===== config.mk =====
export PLATFORM = sky130hd
export DESIGN_NAME = eit_timer
export DESIGN_NICKNAME = d
export VERILOG_FILES = /design/src/rtl/eit_pkg.sv /design/src/rtl/eit_edge_sync.sv /design/src/rtl/eit_timer.sv
export SDC_FILE = /design/constraint.sdc
export NUM_CORES = 1
export LEC_CHECK = 0
export CAP_MARGIN = 25
export CORE_ASPECT_RATIO = 0.7
export CORE_UTILIZATION = 38
export DETAILED_ROUTE_END_ITERATION = 16
export DONT_BUFFER_PORTS = 1
export PLACE_DENSITY = 0.55
export SLEW_MARGIN = 20
export SYNTH_ARGS = -nofsm -noshare
export SYNTH_HDL_FRONTEND = slang
export SYNTH_SLANG_ARGS = --single-unit

===== constraint.sdc =====
create_clock -name sys_clk -period 3.5 [get_ports sys_clk]
set_input_delay 1.05 -clock sys_clk [delete_from_list [all_inputs] [get_ports sys_clk]]
set_output_delay 1.05 -clock sys_clk [all_outputs]
set_load 0.03 [all_outputs]

===== src/rtl/eit_pkg.sv =====
/*
 * Constants shared by the eight-bit interval and event timer:
 * register indices, field positions, reset values and count constants.
 * Assumes a 32-bit Avalon-MM slave port with byte addresses.
 */
package eit_pkg;

	// Register indices; byte address is four times the index
	localparam logic [15:0] IDX_MODE_CTRL   = 16'hFF53; // Mode control
	localparam logic [15:0] IDX_MATCH       = 16'hFF50; // Match value
	localparam logic [15:0] IDX_COUNT       = 16'hFF51; // Event count
	localparam logic [15:0] IDX_P2_DIR      = 16'hFF52; // Port two direction
	localparam logic [15:0] IDX_P2_LATCH    = 16'hFF54; // Port two latch

	// Avalon address width in bits
	localparam int          ADDR_W          = 18;

	// Mode control field positions
	localparam int          BIT_RUN         = 7;  // Count run
	localparam int          BIT_PWM         = 6;  // Pulse width select
	localparam int          BIT_SRC_HI      = 2;  // Source select high
	localparam int          BIT_SRC_LO      = 1;  // Source select low
	localparam int          BIT_PIN_EN      = 0;  // Pin drive enable
	localparam logic [7:0]  MODE_WR_MASK    = 8'hC7; // Bits 5..3 reserved

	// Pin routed from the timer on port two
	localparam int          PIN_TIMER       = 4;

	// Reset values
	localparam logic [7:0]  RST_MODE_CTRL   = 8'h00;
	localparam logic [7:0]  RST_MATCH       = 8'h00;
	localparam logic [7:0]  RST_COUNT       = 8'h00;
	localparam logic [7:0]  RST_P2_DIR      = 8'hFF;
	localparam logic [7:0]  RST_P2_LATCH    = 8'h00;

	// Prescaler for the divided system clock source
	localparam int          PRESCALE_DIV    = 8;
	localparam logic [2:0]  PRESCALE_LAST   = 3'(PRESCALE_DIV - 1);

	// Count source encodings
	typedef enum logic [1:0] {
		EIT_SRC_CLK   = 2'h0,
		EIT_SRC_DIV8  = 2'h1,
		EIT_SRC_RISE  = 2'h2,
		EIT_SRC_FALL  = 2'h3
	} eit_src_t;

endpackage : eit_pkg


===== src/rtl/eit_edge_sync.sv =====
/*
 * Two-flop synchroniser for the event input followed by an edge
 * detector giving one-cycle rising and falling pulses.
 * Assumes the event input may change at any time relative to sys_clk.
 */
`timescale 1ns/1ps
`default_nettype none

module eit_edge_sync (
	input  wire logic sys_clk,   // System clock
	input  wire logic resetn,    // Synchronous reset, active low
	input  wire logic ce,        // Clock enable
	input  wire logic event_in,  // Raw event input
	output logic      rise_pulse, // One pulse per rising edge
	output logic      fall_pulse  // One pulse per falling edge
);

	logic meta_reg;    // First synchroniser stage
	logic meta_next;
	logic sync_reg;    // Second synchroniser stage
	logic sync_next;
	logic prev_reg;    // Delayed copy for edge detection
	logic prev_next;
	logic rise_reg;    // Registered rising pulse
	logic rise_next;
	logic fall_reg;    // Registered falling pulse
	logic fall_next;

	// Next values; only the second stage feeds the edge logic
	always_comb
	begin
		meta_next = event_in;
		sync_next = meta_reg;
		prev_next = sync_reg;
		rise_next = sync_reg & ~prev_reg;
		fall_next = ~sync_reg & prev_reg;
	end

	// Register stage
	always_ff @(posedge sys_clk)
	begin
		if (!resetn)
		begin
			meta_reg <= 1'b0;
			sync_reg <= 1'b0;
			prev_reg <= 1'b0;
			rise_reg <= 1'b0;
			fall_reg <= 1'b0;
		end
		else if (ce)
		begin
			meta_reg <= meta_next;
			sync_reg <= sync_next;
			prev_reg <= prev_next;
			rise_reg <= rise_next;
			fall_reg <= fall_next;
		end
	end

	assign rise_pulse = rise_reg;
	assign fall_pulse = fall_reg;

endmodule : eit_edge_sync

`default_nettype wire


===== src/rtl/eit_timer.sv =====
/*
 * Eight-bit interval and event timer with its Avalon-MM register slave
 * and the port two direction and latch logic of the shared output pin.
 * Assumes a single sys_clk domain and an Avalon master that holds each
 * request until it samples waitrequest low.
 */
`timescale 1ns/1ps
`default_nettype none

module eit_timer (
	input  wire logic        sys_clk,             // System clock, 200 MHz
	input  wire logic        resetn,              // Sync reset, active low
	input  wire logic        ce,                  // Clock enable
	input  wire logic [17:0] avs_address,         // Byte address
	input  wire logic        avs_read,            // Read request
	input  wire logic        avs_write,           // Write request
	input  wire logic [31:0] avs_writedata,       // Write data
	input  wire logic [3:0]  avs_byteenable,      // Byte lanes
	output logic      [31:0] avs_readdata,        // Read data
	output logic             avs_waitrequest,     // Stall request
	input  wire logic        event_in,            // External event input
	input  wire logic [7:0]  port_two_in,         // Port two pin levels
	output logic      [7:0]  port_two_out,        // Port two pin drive
	output logic      [7:0]  port_two_oe,         // Port two enables
	output logic             toggle_out,          // Timer output level
	output logic             match_irq            // Match pulse
);

	// Register file
	logic [7:0]  mode_reg;      // Mode control
	logic [7:0]  mode_next;
	logic [7:0]  match_reg;     // Match value
	logic [7:0]  match_next;
	logic [7:0]  dir_reg;       // Port two direction
	logic [7:0]  dir_next;
	logic [7:0]  latch_reg;     // Port two output latch
	logic [7:0]  latch_next;

	// Bus slave state
	logic        wait_reg;      // Waitrequest
	logic        wait_next;
	logic [31:0] rdata_reg;     // Read data
	logic [31:0] rdata_next;

	// Timer state
	logic [7:0]  count_reg;     // Event count
	logic [7:0]  count_next;
	logic [2:0]  pre_reg;       // Prescaler
	logic [2:0]  pre_next;
	logic        tog_reg;       // Toggle output
	logic        tog_next;
	logic        irq_reg;       // Match interrupt pulse
	logic        irq_next;
	logic [7:0]  pout_reg;      // Pin drive levels
	logic [7:0]  pout_next;
	logic [7:0]  poe_reg;       // Pin enables
	logic [7:0]  poe_next;

	// Decoded controls
	logic        run;           // Count run
	logic        pwm_mode;      // Pulse width select
	logic        pin_en;        // Pin drive enable
	eit_pkg::eit_src_t src;     // Selected count source
	logic        tick;          // Count enable this cycle
	logic        rise_pulse;    // Synchronised rising edge
	logic        fall_pulse;    // Synchronised falling edge
	logic        wr_fire;       // Write accepted this cycle
	logic        rd_start;      // Read being answered
	logic [15:0] index;         // Word index from the address

	// Word index of a byte address
	function automatic logic [15:0] word_index(input logic [17:0] addr);
		word_index = addr[17:2];
	endfunction : word_index

	// Merge lane zero of a write into an eight-bit register
	function automatic logic [7:0] lane0(
		input logic [7:0]  old_val,
		input logic [31:0] wdata,
		input logic [3:0]  be
	);
		lane0 = be[0] ? wdata[7:0] : old_val;
	endfunction : lane0

	// Synchroniser and edge detector for the event input
	eit_edge_sync u_sync (
		.sys_clk    (sys_clk),
		.resetn     (resetn),
		.ce         (ce),
		.event_in   (event_in),
		.rise_pulse (rise_pulse),
		.fall_pulse (fall_pulse)
	);

	// Field decode of mode control
	assign run      = mode_reg[eit_pkg::BIT_RUN];
	assign pwm_mode = mode_reg[eit_pkg::BIT_PWM];
	assign pin_en   = mode_reg[eit_pkg::BIT_PIN_EN];
	assign src      = eit_pkg::eit_src_t'({mode_reg[eit_pkg::BIT_SRC_HI],
	                                       mode_reg[eit_pkg::BIT_SRC_LO]});
	assign index    = word_index(avs_address);
	assign wr_fire  = avs_write & ~wait_reg;
	assign rd_start = avs_read & wait_reg;

	// Count source selection
	always_comb
	begin
		tick = 1'b0;
		unique case (src)
			eit_pkg::EIT_SRC_CLK:  tick = 1'b1;
			eit_pkg::EIT_SRC_DIV8: tick = (pre_reg ==
			                              eit_pkg::PRESCALE_LAST);
			eit_pkg::EIT_SRC_RISE: tick = rise_pulse;
			eit_pkg::EIT_SRC_FALL: tick = fall_pulse;
		endcase
	end

	// Bus slave next values: one wait state, then answer
	always_comb
	begin
		wait_next  = 1'b1;
		rdata_next = rdata_reg;
		// Drop waitrequest one cycle after a request arrives
		if ((avs_read | avs_write) & wait_reg)
		begin
			wait_next = 1'b0;
		end
		// Capture read data while waiting; unmapped reads give zero
		if (rd_start)
		begin
			rdata_next = 32'h0000_0000;
			unique case (index)
				eit_pkg::IDX_MODE_CTRL:
					rdata_next[7:0] = mode_reg & eit_pkg::MODE_WR_MASK;
				eit_pkg::IDX_MATCH:
					rdata_next[7:0] = match_reg;
				eit_pkg::IDX_COUNT:
					rdata_next[7:0] = count_reg;
				eit_pkg::IDX_P2_DIR:
					rdata_next[7:0] = dir_reg;
				eit_pkg::IDX_P2_LATCH:
					rdata_next[7:0] = latch_reg;
				default:
					rdata_next = 32'h0000_0000;
			endcase
		end
	end

	// Register file next values; writes land at the answering edge
	always_comb
	begin
		mode_next  = mode_reg;
		match_next = match_reg;
		dir_next   = dir_reg;
		latch_next = latch_reg;
		if (wr_fire)
		begin
			unique case (index)
				// Reserved bits are dropped on write
				eit_pkg::IDX_MODE_CTRL:
					mode_next = lane0(mode_reg, avs_writedata, avs_byteenable)
					            & eit_pkg::MODE_WR_MASK;
				// Any byte value is a legal match value
				eit_pkg::IDX_MATCH:
					match_next = lane0(match_reg, avs_writedata,
					                   avs_byteenable);
				eit_pkg::IDX_P2_DIR:
					dir_next = lane0(dir_reg, avs_writedata,
					                 avs_byteenable);
				eit_pkg::IDX_P2_LATCH:
					latch_next = lane0(latch_reg, avs_writedata,
					                   avs_byteenable);
				// Event count is read only; unmapped writes vanish
				default:
					mode_next = mode_reg;
			endcase
		end
	end

	// Timer next values
	always_comb
	begin
		count_next = count_reg;
		pre_next   = pre_reg;
		tog_next   = tog_reg;
		irq_next   = 1'b0;
		if (!run)
		begin
			// Stopped: counter and output held low
			count_next = eit_pkg::RST_COUNT;
			pre_next   = 3'h0;
			tog_next   = 1'b0;
		end
		else
		begin
			// Prescaler runs only while counting
			pre_next = pre_reg + 3'h1;
			if (tick)
			begin
				if (count_reg == match_reg)
				begin
					// Match: interrupt, and restart from zero unless in PWM mode
					irq_next = 1'b1;
					// PWM mode lets the counter run on through a match
					count_next = pwm_mode ? count_reg + 8'h01
					                      : 8'h00;
					// Output inverts on each match when enabled
					if (pin_en)
					begin
						tog_next = ~tog_reg;
					end
				end
				else
				begin
					count_next = count_reg + 8'h01;
				end
			end
		end
		// Output starts low whenever drive is disabled
		if (!pin_en)
		begin
			tog_next = 1'b0;
		end
	end

	// Pin drive: timer output replaces the latch on its pin
	always_comb
	begin
		pout_next = latch_next;
		poe_next  = ~dir_next;
		if (mode_next[eit_pkg::BIT_PIN_EN])
		begin
			pout_next[eit_pkg::PIN_TIMER] = tog_next;
		end
	end

	// Register stage for all groups
	always_ff @(posedge sys_clk)
	begin
		if (!resetn)
		begin
			mode_reg  <= eit_pkg::RST_MODE_CTRL;
			match_reg <= eit_pkg::RST_MATCH;
			dir_reg   <= eit_pkg::RST_P2_DIR;
			latch_reg <= eit_pkg::RST_P2_LATCH;
			wait_reg  <= 1'b1;
			rdata_reg <= 32'h0000_0000;
			count_reg <= eit_pkg::RST_COUNT;
			pre_reg   <= 3'h0;
			tog_reg   <= 1'b0;
			irq_reg   <= 1'b0;
			pout_reg  <= eit_pkg::RST_P2_LATCH;
			poe_reg   <= ~eit_pkg::RST_P2_DIR;
		end
		else if (ce)
		begin
			mode_reg  <= mode_next;
			match_reg <= match_next;
			dir_reg   <= dir_next;
			latch_reg <= latch_next;
			wait_reg  <= wait_next;
			rdata_reg <= rdata_next;
			count_reg <= count_next;
			pre_reg   <= pre_next;
			tog_reg   <= tog_next;
			irq_reg   <= irq_next;
			pout_reg  <= pout_next;
			poe_reg   <= poe_next;
		end
	end

	// Outputs straight from flip-flops
	assign avs_readdata    = rdata_reg;
	assign avs_waitrequest = wait_reg;
	assign toggle_out      = tog_reg;
	assign match_irq       = irq_reg;
	assign port_two_out    = pout_reg;
	assign port_two_oe     = poe_reg;

endmodule : eit_timer

`default_nettype wire


==> impl_metrics.yaml <==
logic_synthesis:
  area_share_of_the_largest_cell_type_after_synthesis: 0.3786
  async_flop_share: 0
  yosysSeqAreaShare: 0.3786
  synth_ff_type: "dfxtp_1"
  synthXorXnorAreaFrac: 0.03822
  yosys-mux-area-fraction: 0.1576
  netlist.top_cell.by_area: "dfxtp_1"
  synth.ff_latch_count: 65
  post_synth_and_or_nand_nor_area_fraction: 0.2388
  postSynthCellCount: 367
  largest_family_of_logic_cells_by_synthesized_area: "simple AND/OR/NAND/NOR gates"
  fraction_of_the_mapped_netlist_area_in_compound_gates: 0.08300
  netlist-cell-type-count: 51
  synth.yosys.warnings: 0
  synth_enable_flop_cells: 0
  area_contributors_post_synth: "dfxtp_1 38%, mux2i_1 13%, buf_4 6.8%"
  syn_area_mm2: 0.003437
  syn-mean-instance-area_um2: 9.365
  synth-adder-area-share: 0.01092
status:
  status: "finished, final reports clean"
die:
  die_width_um: 115.7
  fp-row-count: 28
  initial_core_util: 0.3988
  num_io_pins: 119
  die_area_mm2: 0.009435
  dieHeight_um: 81.57
  fp.coreArea_mm2: 0.008618
cts:
  path_clk_slew_ns: 0.05
  tritoncts_clock_tree: "built"
  cts_made_buffers: 9
  ctsRootBufferMaster: "clkbuf_16"
  ctsHoldBuffers: 0
  cts.sink_count: 65
  cts-resized-gates: 0
  clock_path_buffers: 2
  post_cts_buffers: 0
  clock_latency_ns: 0.33
  cts.htree.levels: 3
grt:
  grt_antenna_before_repair: 0
  global_route.usage.total: 0.1785
  grt_first_pass_wirelength_mm: 12.34
  grt_start_max_net_pins: 62
  grt_overflow: 0
  grt_pass1_vias: 2297
place:
  hpwl_mm: 5.599
  portBuffers: 0
  placed_cells_incl_taps: 464
  dpl_worst_slack_ns: 0.5649
  finalWeightedCongestion: 0.8344
cells_and_area:
  post_route_cells_drive_above_1_share: 0.1028
  layout.cells.non_filler: 480
  final_nets: 426
  diodes: 0
  areaGrowthSynthToFinish_pct: 7.354
  n_fill_cell: 868
  final_cell_mix: "65 x dfxtp_1, 44 x mux2i_1, 36 x nand2_1"
  final_common_cell: "dfxtp_1"
timing:
  max_clock_freq_mhz: 385.0
  clock-skew-final_ns: 0.005675
  final.setup.worst_slack_ns: 0.9024
  relSlewSlack: 0.5358
  final_layout_setup_total_negative_slack_ns: 0
  setup_viol: 0
  finalCriticalPeriod_ns: 2.598
  final_cycle_share: 0.7422
  tightest_pin_transition_ns: 0.6926
  rsz_0062_raised_after_global_routing: "false"
  final-hold-violation-count: 0
  timing.final.max_slew_violations: 0
pwr:
  p_per_area_mw_per_mm2: 469.1
  leakagePower_nw: 1.512
  vdd.ir_drop.worst_mv: 0.3002
route:
  drt_iter0_drc: 218
  remaining_drc_errors: 0
  totalWireLength_mm: 7.761
  routed_via_density: 5.123
  wl_per_cell_um: 16.17
  drt_pass1_iterations: 4
  via_count: 2459
  detail-route-antenna-nets: 0
critical_path:
  worst_setup_path_start_kind: "input port"
  worstPathArrival_ns: 2.87
  worst_setup_path_class: "input port to flip-flop"
  timing.critical_path.fanout_max: 8
  crit_path_end_kind: "flip-flop"
  cp_data_required_time_ns: 3.77
hold_path:
  hold_path.class: "flip-flop to flip-flop"
run:
  number_of_maximum_capacitance_constraint_violations: 0
==> report_power, final <==
group | switching, mW | internal [mW]
Clock | 0.319 | 0.567
Sequential | 0.0150 | 0.748
Combinational | 0.0544 | 0.0277
Total | 0.388 | 1.34
==> per-stage QoR <==
stage	hold slack, ns	area, um^2	power, mW	utilization
floorplan	0.4500	3523	0.8900	-
global placement	0.4615	3392	0.8603	0.3936
detailed placement	0.4727	3392	0.8609	0.3936
CTS	0.4812	3690	1.755	0.4281
global route	0.5063	3690	1.797	0.4281
finish	0.4779	3690	1.731	0.4281
==> path summary, 6_finish.rpt <==
check | from | end | slack (ns) | cells after the start
max | avs_address[5] | dir_reg[1] | 0.90 | 7
min | pre_reg[2] | pre_reg[2] | 0.48 | 2
max reg2reg | count_reg[3] | count_reg[2] | 1.43 | 6
min reg2reg | pre_reg[2] | pre_reg[2] | 0.48 | 2
==> kinds of logic (layout without fill, tap and decap cells) <==
logic type	after synthesis	in the layout
compound gates	41	41
other cells	1	24
mux	51	51
flops	65	65
fa+ha+maj	3	3
buf+inv	52	22
xor+xnor	15	15
simple gates	139	139
==> metal layers <==
layer	vias to the layer above	global-route usage	part of all wire
met5	-	0	0
met4	0	0.05769	0.0098
met3	6	0.06863	0.089
met2	83	0.2653	0.42
met1	1163	0.2373	0.48
li1	1207	-	-
==> final cells by class <==
type                            count  area, um^2  area share
Clock buffer                       11       242.7     0.06579
Sequential cell                    65        1301      0.3527
Clock inverter                      5       55.05     0.01492
Inverter                            3       11.26    0.003052
Tap cell                          120       150.1     0.04069
Multi-Input combinational cell    273        1907      0.5168
Timing Repair Buffer                3       22.52    0.006104
==> cells in the mapped netlist (5+ instances only) <==
cell type and number:
nand4_1 5, dfxtp_1 65, mux2_2 5, buf_4 31, a221oi_1 5, nand2_1 36, a21oi_1 5, xor2_1 13
nor2_1 13, nor2b_1 34, o21ai_1 5, and2_1 7, clkbuf_1 14, mux2i_1 44, o21ai_0 7, nand3_1 19
a21boi_0 5
==> critical path, cell delays in order <==
cell,delay (ns)
nand4b_1,0.30
nor4_4,0.62
nand4b_1,0.16
buf_4,0.22
nor2_2,0.32
nand2_1,0.10
nand3_1,0.09
Note: power is estimated with default switching activity, not from simulation.
